<file path="config.mk">
export PLATFORM = sky130hd
export DESIGN_NAME = pulse_count_led_current_set
export DESIGN_NICKNAME = d
export VERILOG_FILES = /design/src/rtl/pulse_count_pkg.sv /design/src/rtl/current_table.sv /design/src/rtl/pulse_count_led_current_set.sv
export SDC_FILE = /design/constraint.sdc
export NUM_CORES = 1
export LEC_CHECK = 0
export BUFFER_PORTS_ARGS = -buffer_cell sky130_fd_sc_hd__buf_2
export CAP_MARGIN = 20
export CORE_MARGIN = 1
export CORE_UTILIZATION = 57
export DETAILED_ROUTE_END_ITERATION = 6
export PLACE_DENSITY = 0.8
export SLEW_MARGIN = 20
export SYNTH_ARGS = -nofsm -noshare
export SYNTH_HDL_FRONTEND = slang
export SYNTH_SLANG_ARGS = --single-unit
</file>
<file path="constraint.sdc">
create_clock -name clk -period 2.6 [get_ports clk]
set_input_delay 0.52 -clock clk [delete_from_list [all_inputs] [get_ports clk]]
set_output_delay 0.52 -clock clk [all_outputs]
set_load 0.05 [all_outputs]
</file>
<file path="src/rtl/pulse_count_pkg.sv">
// Constants and carrier types for the single-wire pulse-count current setter.
// Assumes a 100 MHz system clock; times are given in nanoseconds.
package pulse_count_pkg;

	localparam int unsigned CLK_PERIOD_NS   = 10;
	localparam int unsigned LATCH_TIME_NS   = 500000;
	localparam int unsigned OFF_TIME_NS     = 500000;
	// Longest times round down to whole cycles.
	localparam int unsigned LATCH_CYCLES    = LATCH_TIME_NS / CLK_PERIOD_NS;
	localparam int unsigned OFF_CYCLES      = OFF_TIME_NS / CLK_PERIOD_NS;
	localparam int unsigned CODE_W          = 6;
	localparam int unsigned LEVELS          = 32;
	localparam int unsigned NUM_SINKS       = 3;
	localparam int unsigned TIMER_W         = 20;
	localparam logic [5:0]  CODE_RESET      = 6'h00;
	localparam logic [5:0]  CODE_FIRST      = 6'h01;
	localparam logic [5:0]  CODE_LAST       = 6'h20;
	localparam int unsigned CURRENT_W       = 9;

	typedef enum logic [1:0] {
		ST_SHUTDOWN = 2'b00,
		ST_BURST    = 2'b01,
		ST_ACTIVE   = 2'b11
	} link_state_type;

	// Drive setting shared by all sinks; current in units of 0.1 mA.
	typedef struct packed {
		logic                 enable;
		logic [CODE_W-1:0]    code;
		logic [CURRENT_W-1:0] current;
	} sink_drive_type;

endpackage

</file>
<file path="src/rtl/current_table.sv">
// Code to sink-current lookup, registered output, units of 0.1 mA.
// Assumes codes 1..32; any other code gives zero current.
`timescale 1ns/10ps
module current_table
	import pulse_count_pkg::*;
(
	input  wire logic                 clk,
	input  wire logic [CODE_W-1:0]    code,
	output      logic [CURRENT_W-1:0] current_r
);
	import pulse_count_pkg::*;

	logic [CURRENT_W-1:0] current_nxt;

	always_comb
	begin
		case (code)
			6'h01: current_nxt = 9'd302;
			6'h02: current_nxt = 9'd292;
			6'h03: current_nxt = 9'd283;
			6'h04: current_nxt = 9'd273;
			6'h05: current_nxt = 9'd263;
			6'h06: current_nxt = 9'd253;
			6'h07: current_nxt = 9'd244;
			6'h08: current_nxt = 9'd234;
			6'h09: current_nxt = 9'd224;
			6'h0a: current_nxt = 9'd214;
			6'h0b: current_nxt = 9'd205;
			6'h0c: current_nxt = 9'd195;
			6'h0d: current_nxt = 9'd185;
			6'h0e: current_nxt = 9'd175;
			6'h0f: current_nxt = 9'd166;
			6'h10: current_nxt = 9'd156;
			6'h11: current_nxt = 9'd146;
			6'h12: current_nxt = 9'd136;
			6'h13: current_nxt = 9'd127;
			6'h14: current_nxt = 9'd117;
			6'h15: current_nxt = 9'd107;
			6'h16: current_nxt = 9'd97;
			6'h17: current_nxt = 9'd88;
			6'h18: current_nxt = 9'd78;
			6'h19: current_nxt = 9'd68;
			6'h1a: current_nxt = 9'd58;
			6'h1b: current_nxt = 9'd49;
			6'h1c: current_nxt = 9'd39;
			6'h1d: current_nxt = 9'd29;
			6'h1e: current_nxt = 9'd19;
			6'h1f: current_nxt = 9'd10;
			6'h20: current_nxt = 9'd5;
			default: current_nxt = 9'd0;
		endcase
	end

	always_ff @(posedge clk)
	begin
		current_r <= current_nxt;
	end

endmodule

</file>
<file path="src/rtl/pulse_count_led_current_set.sv">
// Single-wire edge-counting decoder that sets three matched LED current sinks.
// Assumes the enable/data pin is asynchronous to clk and is synchronised here.
// Overview of operation
// - Count rising edges into data register.
// - After latch timeout, apply code to sinks.
// - Low beyond off timeout: shutdown, clear register.
// - Shutdown switches all three sinks off.
// - First edge from shutdown gives code one.
// - Each further edge advances code by one; after code 32 it wraps to one.
// - Code n means n edges, table current.
// - One code drives all three sinks.
// - Edges up to 1 MHz accepted.
`timescale 1ns/10ps
module pulse_count_led_current_set
	import pulse_count_pkg::*;
#(
	parameter int unsigned LATCH_COUNT = LATCH_CYCLES,
	parameter int unsigned OFF_COUNT   = OFF_CYCLES
)
(
	input  wire logic           clk,
	input  wire logic           sys_rst,
	input  wire logic           en_data_pin,
	output      sink_drive_type sink_out_one,
	output      sink_drive_type sink_out_two,
	output      sink_drive_type sink_out_three,
	output      logic           shutdown
);
	import pulse_count_pkg::*;

	logic                 sync1_r;
	logic                 sync2_r;
	logic                 line_prev_r;
	link_state_type       state_r;
	link_state_type       state_nxt;
	logic [CODE_W-1:0]    count_r;
	logic [CODE_W-1:0]    count_nxt;
	logic [CODE_W-1:0]    applied_r;
	logic [CODE_W-1:0]    applied_nxt;
	logic [CODE_W-1:0]    applied_dly_r;
	logic [CODE_W-1:0]    applied_dly_nxt;
	logic [TIMER_W-1:0]   timer_r;
	logic [TIMER_W-1:0]   timer_nxt;
	logic                 rise;
	logic [CURRENT_W-1:0] table_current;
	sink_drive_type       drive_r;
	sink_drive_type       drive_nxt;

	// The first stage feeds only the second stage.
	always_ff @(posedge clk)
	begin
		if (sys_rst)
		begin
			sync1_r     <= 1'b0;
			sync2_r     <= 1'b0;
			line_prev_r <= 1'b0;
		end
		else
		begin
			sync1_r     <= en_data_pin;
			sync2_r     <= sync1_r;
			line_prev_r <= sync2_r;
		end
	end

	assign rise = sync2_r & ~line_prev_r;

	// The timer counts cycles since the line last changed level.
	// It saturates at all ones, so a line that stays at one level for a
	// long time never wraps back and fires a timeout a second time.
	// Both timeouts are measured on the synchronised line, so they start
	// two cycles after the pin itself changes.
	always_comb
	begin
		state_nxt   = state_r;
		count_nxt   = count_r;
		applied_nxt = applied_r;
		timer_nxt   = timer_r;
		if (sync2_r != line_prev_r)
			timer_nxt = '0;
		else if (timer_r != {TIMER_W{1'b1}})
			timer_nxt = timer_r + 1'b1;
		case (state_r)
			ST_SHUTDOWN:
			begin
				if (rise)
				begin
					count_nxt = CODE_FIRST;
					state_nxt = ST_BURST;
				end
			end
			ST_BURST, ST_ACTIVE:
			begin
				if (rise)
				begin
					if (count_r >= CODE_LAST)
						count_nxt = CODE_FIRST;
					else
						count_nxt = count_r + 1'b1;
					state_nxt = ST_BURST;
				end
				else if (sync2_r && timer_r >= TIMER_W'(LATCH_COUNT - 1))
				begin
					applied_nxt = count_r;
					state_nxt   = ST_ACTIVE;
				end
				else if (!sync2_r && timer_r >= TIMER_W'(OFF_COUNT - 1))
				begin
					count_nxt   = CODE_RESET;
					applied_nxt = CODE_RESET;
					state_nxt   = ST_SHUTDOWN;
				end
			end
			default:
			begin
				state_nxt = ST_SHUTDOWN;
			end
		endcase
	end

	always_ff @(posedge clk)
	begin
		if (sys_rst)
		begin
			state_r   <= ST_SHUTDOWN;
			count_r   <= CODE_RESET;
			applied_r <= CODE_RESET;
			timer_r   <= '0;
		end
		else
		begin
			state_r   <= state_nxt;
			count_r   <= count_nxt;
			applied_r <= applied_nxt;
			timer_r   <= timer_nxt;
		end
	end

	current_table u_table (
		.clk       (clk),
		.code      (applied_r),
		.current_r (table_current)
	);

	// Zero is the code that reset and shutdown leave behind.
	function automatic logic code_is_off(input logic [CODE_W-1:0] code_in);
		code_is_off = (code_in == CODE_RESET);
	endfunction

	// The code is delayed one cycle so that it reaches the drive register
	// together with the registered table current. Without this the sinks
	// would show the new code with the previous current for one cycle.
	always_comb
	begin
		applied_dly_nxt = applied_r;
	end

	always_ff @(posedge clk)
	begin
		if (sys_rst)
			applied_dly_r <= CODE_RESET;
		else
			applied_dly_r <= applied_dly_nxt;
	end

	// The drive register follows the delayed code and the table together.
	always_comb
	begin
		drive_nxt.code    = applied_dly_r;
		drive_nxt.current = table_current;
		drive_nxt.enable  = !code_is_off(applied_dly_r);
		if (code_is_off(applied_dly_r))
			drive_nxt.current = '0;
	end

	always_ff @(posedge clk)
	begin
		if (sys_rst)
			drive_r <= '0;
		else
			drive_r <= drive_nxt;
	end

	assign sink_out_one   = drive_r;
	assign sink_out_two   = drive_r;
	assign sink_out_three = drive_r;
	assign shutdown       = (state_r == ST_SHUTDOWN);

endmodule

</file>
Yosys cells after proc, flatten, opt, wreduce, memory -nomap -nowiden

Memories as Yosys holds them, arrays and structs flattened. A register that Yosys moved wholly into a read port is not among the register bits.
Cells that the tools add are included.
W data, S select, Z words.

$add $sub $neg: 2
Order comparisons: 2
Equality and inequality tests: 8
Multiplexer cells: 12
Bitwise gates (word level): 3
Reduce and logical (&&, ||, !) cells: 14

Operator list:

| kind                    | count |
|---|---|
| $mux W6                 | 6 |
| $add A20 B1 Y20 const B | 1 |
| $ge A20 B16 Y1 const B  | 1 |
| $ne A20 B20 Y1 const B  | 1 |
| $pmux W6 S2             | 1 |
| $mux W2                 | 4 |
| $add A6 B1 Y6 const B   | 1 |
| $ge A6 B6 Y1 const B    | 1 |
| $logic_not A6 Y1        | 1 |
| $ne A3 B3 Y1 const B    | 2 |
| $reduce_or A2 Y1        | 3 |
| $ne A4 B4 Y1 const B    | 1 |
| $pmux W2 S2             | 1 |
| $reduce_and A4 Y1       | 1 |
| $reduce_bool A2 Y1      | 2 |
| $reduce_and A3 Y1       | 1 |
| $eq A2 B1 Y1 const B    | 1 |
| $eq A2 B2 Y1 const B    | 1 |
| $logic_and A1 B1 Y1     | 2 |
| $logic_not A1 Y1        | 2 |
| $logic_not A2 Y1        | 1 |
| $ne A2 B1 Y1 const B    | 1 |
| $not A1 Y1              | 2 |
| $reduce_and A2 Y1       | 1 |
| other kinds (2)         | 2 |

Register bits after elaboration: 59
Bits in read-only memories: 576
Input port bits: 3
Output and inout bits: 49
Word-level logic and storage cells: 53
Memories kept: 1

Memory list:

| name            | depth | bits a word | rd ports | clocked after memory_dff | wr ports | RTL line            | RTL |
|---|---|---|---|---|---|---|---|
| (no name shown) | 64    | 9           | 1        | 1                        | 0        | current_table.sv:17 | `case (code)` |

Depth between registers and ports, before layout

Gate-level depths: netlist (run 1).

Word-level depth: 6
Mapped depth: 7
Mapped depth without buffers: 7

Cells and area by module

A second synthesis (run 1) with hierarchy kept.

Cells, all modules: 372
Area total of the unflattened synthesis: 3408.3 um^2

Modules (own cells, without submodules):

| module                      | instances | cells an instance | area each (um^2) |
|---|---|---|---|
| pulse_count_led_current_set | 1         | 291               | 2653.8 |
| current_table               | 1         | 81                | 754.5 |

Worst setup path after synthesis (run 1)

OpenSTA, ideal clock, no wires.

Path type: register to register
Start: reg timer_r[4]
End: reg count_r[0]
Setup time: 0.121 ns
Arrival time: 2.048 ns
Slack: 0.431 ns
Cell stages (with the launch flop): 6
Path through: dfxtp_1 > or4_4 > o41ai_4 > nor4_2 > or3_4 > mux2_4

Longest elaborated chain between the ends: 4

RTL lines:

| what                                   | RTL line                                                               | RTL |
|---|---|---|
| start, declared                        | pulse_count_led_current_set.sv:42                                      | `logic [TIMER_W-1:0] timer_r;` |
| start signal, assigned                 | pulse_count_led_current_set.sv:135                                     | `timer_r <= timer_nxt;` |
| $ge A20 B16 Y1 (*)                     | pulse_count_led_current_set.sv:102, pulse_count_led_current_set.sv:107 |  |
| $logic_and A1 B1 Y1 (on tied branches) | pulse_count_led_current_set.sv:107, pulse_count_led_current_set.sv:102 |  |
| $ne A3 B3 Y1 (no source line)          | --                                                                     |  |
| $reduce_and A4 Y1 (no source line) (*) | --                                                                     |  |
| end signal, assigned                   | pulse_count_led_current_set.sv:133                                     | `count_r <= count_nxt;` |
| end, declared                          | pulse_count_led_current_set.sv:36                                      | `logic [CODE_W-1:0] count_r;` |

Mark *: on every way between the ends. The rest lies on a longest branch, timed or not.
A chain may end at the register's enable or synchronous reset.

Worst setup path after layout (run 1)

Same ends and word-level chain as after synthesis.

==> results_dict.tcl, run 1 <==
set metrics [dict create \
    worstPathRequired_ns 2.85 \
    yosysTopAreaCellShare_pct 40.0 \
    initial_core_util_pct 60.4 \
    grt_pass1_wl_um 11000 \
    finalCriticalPeriod_ns 2.28 \
    clock_latency_ns 0.35 \
    cts_max_level 3 \
    die_area_sq_mm 0.00629 \
    cp-start-kind "flip-flop" \
    critical_path_buf_inv_count 0 \
    skew_ns 0.0144 \
    rsz0062_at_grt "false" \
    n_antenna_cell 0 \
    area_growth_syn_to_layout_pct 9.07 \
    hold_class "input port to flip-flop" \
    num-fill-cells 461 \
    hold_viol_final 0 \
    postSynthCellCount 391 \
    cp_max_fo 8 \
    ir_drop_v 0.000384 \
    grt_use_total_pct 22.5 \
    cp_cell_sequence "or4_4 > o41ai_4 > nor4_2 > or3_4 > mux2_4" \
    grt_overflow 0 \
    worstMarginPinSlew_ns 0.729 \
    syn_avg_cell_area_sq_um 8.71 \
    final.period_utilization_pct 87.7 \
    clkSinkCount 68 \
    clock_path_buffers 2 \
    ys_top_cells_by_area "dfxtp_1 (40%), buf_4 (7.3%), ha_1 (3.7%), nor2_1 (3.5%), nand2_1 (3.2%)" \
    place_congestion 0.892 \
    utilization_pct 65.8 \
    crit_type "flip-flop to flip-flop" \
    antenna_found_initial 0 \
    fp-row-count 27 \
    drt-total-wl_um 6400 \
    synth_warnings 0 \
    first_global_vias 2382 \
    timing.rr.start "timer_r[4]" \
    power.density_mw_per_mm2 578 \
    min_from "en_data_pin" \
    drc 0 \
    ctsResizeCount 0 \
    die_h_um 79.3 \
    p_leak_nw 1.54 \
    cts_tree "done" \
    coreArea_sq_mm 0.00564 \
    cts_made_buffers 9 \
    hold_buffers 0 \
    netlist_area_sq_mm 0.00341 \
    r2r_setup_slack_ns 0.32 \
    drive_gt1_share_pct 20.0 \
    hpwl_um 4540 \
    synth_edf_count 0 \
    synth_area_leader_cell "dfxtp_1" \
    crit_family "simple AND/OR/NAND/NOR gates" \
    status "completed" \
    worstPathArrival_ns 2.53 \
    drt_first_iter_violations 144 \
    cap_violations 0 \
    slew_headroom_pct 50.9 \
    synth_nets 404 \
    cp_slowest_cell "or4_4" \
    fmax_ghz 0.439 \
    port-buffer-count 51 \
    ys_ff_latch 68 \
    design_area_sq_mm 0.00371 \
    place_inst 470 \
    wl_per_cell_um 13.2 \
    first_pass_iters 5 \
    synthArstFlopShare_pct 0 \
    setup_viol_count_final 0 \
    endpoint_kind "flip-flop" \
    setup_slack_ns 0.320 \
    drtAntennaViolNets 0 \
    layout.nets 422 \
    cpPeakStageDelay_ns 0.58 \
    instances_no_fill 486 \
    min_path_cells 2 \
    tns_ns 0 \
    root_buffer "clkbuf_8" \
    grt_max_degree 23 \
    cts_setup_buffers 0 \
    die_w_um 79.3 \
    ys_types 55 \
    reg2reg_depth 5 \
    r2r-end "count_r[0]" \
    num_vias 2755 \
    dpl-instance-area_sq_mm 0.00347 \
    clk_pin_slew_ns 0.08 \
    io_pins 52 \
    synth_flop_cell "dfxtp_1" \
    min_to "sync1_r" \
    drv_slew 0 \
    post-place-ws_ns 0.337 \
    ys_seq_area_share_pct 40.0 \
    avgViaCountPerCell 5.67 \
]
-- worst reg2reg max path, cell delays in order, from the launching register on --
cell     delay (ns)
dfxtp_1        0.37
or4_4          0.58
o41ai_4        0.36
nor4_2         0.13
or3_4          0.43
mux2_4         0.30
-- routing by layer --
metal	share of wire [%]	global-route usage, %	vias up	wire [um]
li1	-	-	1387	-
met1	45	27.7	1266	2880
met2	48	36.8	94	3090
met3	5.6	6.44	8	360
met4	1.0	8.73	0	64
met5	0	0	-	0
-- final cells by class --
type	count	area, sq um	area share, %
multi-input combinational	260	1670	45.0
sequential	68	1360	36.6
timing repair buffer	57	300	8.08
clock buffer	12	165	4.45
tap	72	90.1	2.43
clock inverter	4	77.6	2.09
inverter	13	48.8	1.31
-- state kept, by name, indices dropped and copies added, names as in the netlist --
| signal | cells |
|---|---|
| timer_r | 20 |
| u_table.current_r | 9 |
| sink_out_one | 16 |
| sync1_r | 1 |
| state_r | 2 |
| sync2_r | 1 |
| count_r | 6 |
| line_prev_r | 1 |
| applied_dly_nxt | 6 |
| applied_dly_r | 6 |
-- placed cells by master, fill, tap and decap left out, types with 2 or more instances in the layout --
| cell type | instances |
|---|---|
| nor2_1 | 32 |
| xor2_1 | 4 |
| ha_1 | 10 |
| o22ai_1 | 2 |
| nor3_1 | 12 |
| o211ai_1 | 2 |
| o311ai_0 | 3 |
| a21oi_1 | 18 |
| and2_1 | 12 |
| bufinv_16 | 2 |
| a221oi_1 | 2 |
| nand3b_1 | 4 |
| o21ai_0 | 20 |
| mux2i_1 | 4 |
| xnor2_1 | 10 |
| and4_1 | 5 |
| nor4_1 | 4 |
| nand4_1 | 3 |
| or3_1 | 5 |
| clkbuf_8 | 12 |
| buf_2 | 51 |
| o2111ai_1 | 3 |
| nand2_1 | 29 |
| nor4b_1 | 2 |
| dfxtp_1 | 68 |
| or4_1 | 2 |
| inv_1 | 13 |
| inv_6 | 2 |
| nor2b_1 | 16 |
| a31oi_1 | 5 |
| nand3_1 | 12 |
| a211oi_1 | 9 |
| o31ai_1 | 9 |
| buf_4 | 6 |
-- cell usage after synthesis, drive strengths merged, types with 6 or more instances --
cell    number
nand2       29
clkbuf      15
xnor2       10
or3          6
a211oi       9
nand3       12
o21ai       20
and2        12
nor3        12
nor2        32
nor2b       16
ha          10
inv         13
o31ai        9
dfxtp       68
a21oi       18
buf         35
-- kinds of logic after synthesis --
group	Yosys count	share of synthesized area (%)
xor gates and xnor gates	14	3.60
DFF	68	40.0
AOI/OAI and AO/OA	85	17.3
and+or+nand+nor	145	22.6
adders and majority gates	10	3.67
buffers and inverters	63	10.9
muxes	6	1.95
-- report_power, final --
part	internal (mW)	switching, mW
registers	1.05	0.00800
clock network	0.626	0.407
logic	0.0189	0.0375
-- how the worst max path moves through the flow --
stage,to,startpoint,cells after the start
final,count_r[0],timer_r[4],5
after floorplan,count_r[0],timer_r[4],5
after CTS,count_r[0],timer_r[4],5
after global placement,count_r[0],timer_r[4],5
after detailed placement,count_r[0],timer_r[4],5
after global routing,timer_r[13],timer_r[8],5
-- metrics by stage --
step           total power [mW]  hold WS (ns)
2_1_floorplan              1.12         0.406
3_3_place_gp               1.13         0.407
3_5_place_dp               1.14         0.412
4_1_cts                    2.16         0.383
5_1_grt                    2.22         0.386
6_report                   2.15         0.385
Note: power is estimated with default switching activity, not from simulation.
==> run 2: changes to the inputs <==
--- a/config.mk
+++ b/config.mk
@@ -5,12 +5,12 @@
 export SDC_FILE = /design/constraint.sdc
 export NUM_CORES = 1
 export LEC_CHECK = 0
-export BUFFER_PORTS_ARGS = -buffer_cell sky130_fd_sc_hd__buf_2
 export CAP_MARGIN = 20
 export CORE_MARGIN = 1
-export CORE_UTILIZATION = 57
+export CORE_UTILIZATION = 60
 export DETAILED_ROUTE_END_ITERATION = 6
-export PLACE_DENSITY = 0.8
+export DONT_BUFFER_PORTS = 1
+export PLACE_DENSITY = 0.76
 export SLEW_MARGIN = 20
 export SYNTH_ARGS = -nofsm -noshare
 export SYNTH_HDL_FRONTEND = slang
==> results_dict.tcl, run 2 (same netlist as run 1, synthesis figures left out) <==
set metrics [dict create \
    setup_viol_count_final 0 \
    root_buffer "clkbuf_8" \
    cts_setup_buffers 0 \
    slew_headroom_pct 50.5 \
    cp_max_fo 8 \
    layout.nets 386 \
    n_antenna_cell 0 \
    hold_viol_final 0 \
    status "completed" \
    largest_reg_flops 20 \
    r2r_setup_slack_ns 0.34 \
    drt-total-wl_um 6220 \
    drive_gt1_share_pct 12.4 \
    avgViaCountPerCell 5.76 \
    hold_class "input port to flip-flop" \
    die_h_um 77.3 \
    antenna_found_initial 0 \
    hold_buffers 0 \
    coreArea_sq_mm 0.00547 \
    drc 0 \
    whs_ns 0.223 \
    clk_pin_slew_ns 0.08 \
    initial_core_util_pct 62.2 \
    r2r-end "count_r[0]" \
    clkSinkCount 68 \
    rsz0062_at_grt "false" \
    min_path_cells 1 \
    power.density_mw_per_mm2 586 \
    grt_max_degree 26 \
    port-buffer-count 0 \
    min_to "sink_out_one[9]" \
    clock_path_buffers 2 \
    grt_overflow 0 \
    first_pass_iters 5 \
    worstMarginPinSlew_ns 0.736 \
    wl_per_cell_um 13.8 \
    timing.rr.start "timer_r[4]" \
    min_from "sys_rst" \
    cts_made_buffers 9 \
    finalCriticalPeriod_ns 2.26 \
    clock_latency_ns 0.36 \
    first_global_vias 2360 \
    place_congestion 0.897 \
    setup_slack_ns 0.339 \
    hpwl_um 4280 \
    fp-row-count 27 \
    regMostFlops "timer_r" \
    post-place-ws_ns 0.340 \
    ctsResizeCount 0 \
    area_growth_syn_to_layout_pct 4.34 \
    layout_commonest_cell "dfxtp_1" \
    io_pins 52 \
    grt_use_total_pct 22.4 \
    cts_tree "done" \
    worstPathArrival_ns 2.51 \
    layout_common_cells "dfxtp_1 (68), nor2_1 (32), nand2_1 (29)" \
    p_leak_nw 1.33 \
    place_inst 434 \
    skew_ns 0.0106 \
    crit_type "flip-flop to flip-flop" \
    num_vias 2594 \
    worstPathRequired_ns 2.85 \
    drt_first_iter_violations 133 \
    tns_ns 0 \
    cts_max_level 3 \
    drtAntennaViolNets 0 \
    fmax_ghz 0.442 \
    grt_pass1_wl_um 10500 \
    die_w_um 77.3 \
    cp-start-kind "flip-flop" \
    instances_no_fill 450 \
    die_area_sq_mm 0.00598 \
    ir_drop_v 0.000304 \
    endpoint_kind "flip-flop" \
    cap_violations 0 \
    drv_slew 0 \
    reg2reg_depth 5 \
    final.period_utilization_pct 87.0 \
    num-fill-cells 454 \
]
==> run 2: cell count changes in the layout (fill, tap and decap cells not counted), sizes merged <==
cell / delta
clkbuf: -3
buf: -36
clkinv: +4
inv: -1
==> run 2: through the flow <==
step	instance area, sq um	power, mW	util [%]
2_1_floorplan	3410	1.12	-
3_3_place_gp	3330	1.13	60.8
3_5_place_dp	3330	1.13	60.8
4_1_cts	3550	2.10	64.9
5_1_grt	3550	2.15	64.9
6_report	3550	2.08	64.9
==> run 2: how the worst max path moves through the flow <==
| stage | from | cells after the start | end | slack [ns] |
|---|---|---|---|---|
| floorplan | timer_r[4] | 5 | count_r[0] | 0.43 |
| global placement | timer_r[4] | 5 | count_r[0] | 0.37 |
| detailed placement | timer_r[4] | 5 | count_r[0] | 0.34 |
| CTS | timer_r[4] | 5 | count_r[0] | 0.34 |
| global route | timer_r[4] | 5 | count_r[0] | 0.27 |
| finish | timer_r[4] | 5 | count_r[0] | 0.34 |
==> run 2: final cells by class <==
class	instances	area (sq um)	share of cell area, %
Inverter	13	48.8	1.37
Timing Repair Buffer	21	158	4.44
Tap cell	72	90.1	2.54
Sequential cell	68	1360	38.3
Clock inverter	7	100	2.82
Clock buffer	9	124	3.49
Multi-Input combinational cell	260	1670	47.0
==> run 2: power by group <==
group	switching (mW)	leakage, nW	total, mW	internal (mW)
Clock	0.432	0.114	0.978	0.546
Sequential	0.00786	0.549	1.06	1.05
Combinational	0.0313	0.665	0.0494	0.0181
==> run 2: critical path: stages (launching register included) <==
cell and delay (ns):
dfxtp_1 0.37, or4_4 0.57, o41ai_4 0.36, nor4_2 0.13
or3_4 0.42, mux2_4 0.30
==> run 2: metal layers <==
metal	part of all wire (%)	GRT usage [%]	wire length (um)
met5	0	0	0
met4	2.1	10.6	131
met3	5.1	6.59	316
met2	48	37.3	3000
met1	45	26.3	2770
==> run 3: changes to the inputs <==
--- a/config.mk
+++ b/config.mk
@@ -11,6 +11,7 @@
 export DETAILED_ROUTE_END_ITERATION = 6
 export DONT_BUFFER_PORTS = 1
 export PLACE_DENSITY = 0.76
+export SKIP_CTS_REPAIR_TIMING = 1
 export SLEW_MARGIN = 20
 export SYNTH_ARGS = -nofsm -noshare
 export SYNTH_HDL_FRONTEND = slang
==> constraint.sdc (replaced) <==
create_clock -name clk -period 2.4 [get_ports clk]
set_input_delay 0.48 -clock clk [delete_from_list [all_inputs] [get_ports clk]]
set_output_delay 0.48 -clock clk [all_outputs]
set_load 0.05 [all_outputs]
==> results_dict.tcl, run 3 (same netlist as run 1, synthesis figures left out) <==
set metrics [dict create \
    cts_max_level 3 \
    whs_ns 0.186 \
    grt_overflow 0 \
    utilization_pct 65.2 \
    crit_type "flip-flop to flip-flop" \
    hold_viol_final 0 \
    worstMarginPinSlew_ns 0.743 \
    layout_common_cells "dfxtp_1 (68), nor2_1 (32), nand2_1 (29)" \
    antenna_found_initial 0 \
    clk_pin_slew_ns 0.08 \
    fp-row-count 27 \
    skew_ns 0.00883 \
    drt_first_iter_violations 113 \
    hold_class "input port to flip-flop" \
    drv_slew 0 \
    coreArea_sq_mm 0.00547 \
    seq_power_share_pct 52.3 \
    root_buffer "clkbuf_8" \
    grt_use_total_pct 22.8 \
    slew_headroom_pct 50.4 \
    reg2reg_depth 5 \
    p_sw_mw 0.532 \
    drc 0 \
    power.density_mw_per_mm2 613 \
    cp_slowest_cell "or4_4" \
    finalCriticalPeriod_ns 2.25 \
    first_global_vias 2492 \
    min_path_cells 1 \
    power.share.combinational_pct 2.5 \
    regMostFlops "timer_r" \
    clkSinkCount 68 \
    first_pass_iters 4 \
    power_frac_clock_pct 45.1 \
    die_h_um 77.3 \
    wl_per_cell_um 13.9 \
    setup_viol_count_final 0 \
    place_congestion 0.820 \
    power_mw 2.19 \
    rsz0062_at_grt "false" \
    final.period_utilization_pct 93.6 \
    ir_drop_v 0.000348 \
    num_vias 2626 \
    p_leak_nw 1.33 \
    r2r_setup_slack_ns 0.15 \
    grt_pass1_wl_um 10800 \
    cts_tree "done" \
    io_pins 52 \
    min_to "sync2_r" \
    cpPeakStageDelay_ns 0.55 \
    avgViaCountPerCell 5.78 \
    crit_family "simple AND/OR/NAND/NOR gates" \
    fmax_ghz 0.445 \
    initial_core_util_pct 62.2 \
    cap_violations 0 \
    hpwl_um 4380 \
    largest_reg_flops 20 \
    tns_ns 0 \
    cts_made_buffers 9 \
    worstPathArrival_ns 2.49 \
    clock_latency_ns 0.35 \
    area_growth_syn_to_layout_pct 4.70 \
    n_antenna_cell 0 \
    drt-total-wl_um 6290 \
    min_from "sys_rst" \
    timing.rr.start "timer_r[5]" \
    layout.nets 390 \
    layout_commonest_cell "dfxtp_1" \
    switching_share_pct 24.4 \
    drtAntennaViolNets 0 \
    clock_path_buffers 2 \
    status "completed" \
    grt_max_degree 26 \
    die_w_um 77.3 \
    endpoint_kind "flip-flop" \
    port-buffer-count 0 \
    critical_path_buf_inv_count 0 \
    r2r-end "count_r[0]" \
    drive_gt1_share_pct 13.4 \
    worstPathRequired_ns 2.65 \
    cp-start-kind "flip-flop" \
    cp_max_fo 7 \
    cp_cell_sequence "or4_4 > o41ai_4 > nor4_2 > or3_4 > mux2_4" \
    die_area_sq_mm 0.00598 \
    power.internal_mw 1.65 \
]
[run 3: cell types whose count changed in the layout (fill, tap and decap cells not counted)]
cell / delta
bufinv_16: -1
buf_4: +4
clkinvlp_4: +2
inv_6: +2
clkinv_2: -1
inv_8: +1
clkinv_4: -3
[run 3: power by group through the flow]
| stage | registers (mW) | logic (mW) | clock network, mW |
|---|---|---|---|
| detailed placement | 1.17 | 0.0546 | 0 |
| CTS | 1.14 | 0.0554 | 1.01 |
| global placement | 1.17 | 0.0534 | 0 |
| global route | 1.15 | 0.0621 | 1.04 |
| floorplan | 1.17 | 0.0489 | 0 |
| finish | 1.14 | 0.0552 | 0.987 |
[run 3: layer usage]
| layer | GRT usage (%) | up-vias | part of all wire (%) |
|---|---|---|---|
| met5 | 0 | - | 0 |
| li1 | - | 1333 | - |
| met1 | 26.1 | 1240 | 45 |
| met4 | 14.9 | 0 | 2.1 |
| met2 | 38.1 | 39 | 49 |
| met3 | 4.94 | 14 | 3.7 |
[run 3: per-stage QoR]
stage                     cells  worst slack [ns]  instance area [sq um]
final                       454             0.153                   3570
after global routing        454            0.0698                   3570
after CTS                   454             0.154                   3570
after detailed placement    438             0.167                   3360
after global placement      438             0.210                   3360
after floorplan             391             0.231                   3410
[run 3: cell type report]
cell class,instances,area (sq um)
Tap cell,72,90.1
Multi-Input combinational cell,260,1670
Fill cell,474,1910
Sequential cell,68,1360
Clock inverter,7,82.6
Inverter,13,48.8
Timing Repair Buffer,25,188
Clock buffer,9,124
[run 3: how the worst max path moves through the flow]
stage,startpoint,end,cells after the start
after floorplan,timer_r[4],count_r[0],5
after global placement,timer_r[5],count_r[0],5
after detailed placement,timer_r[5],count_r[0],5
after CTS,timer_r[5],count_r[0],5
after global routing,timer_r[0],count_r[0],6
final,timer_r[5],count_r[0],5
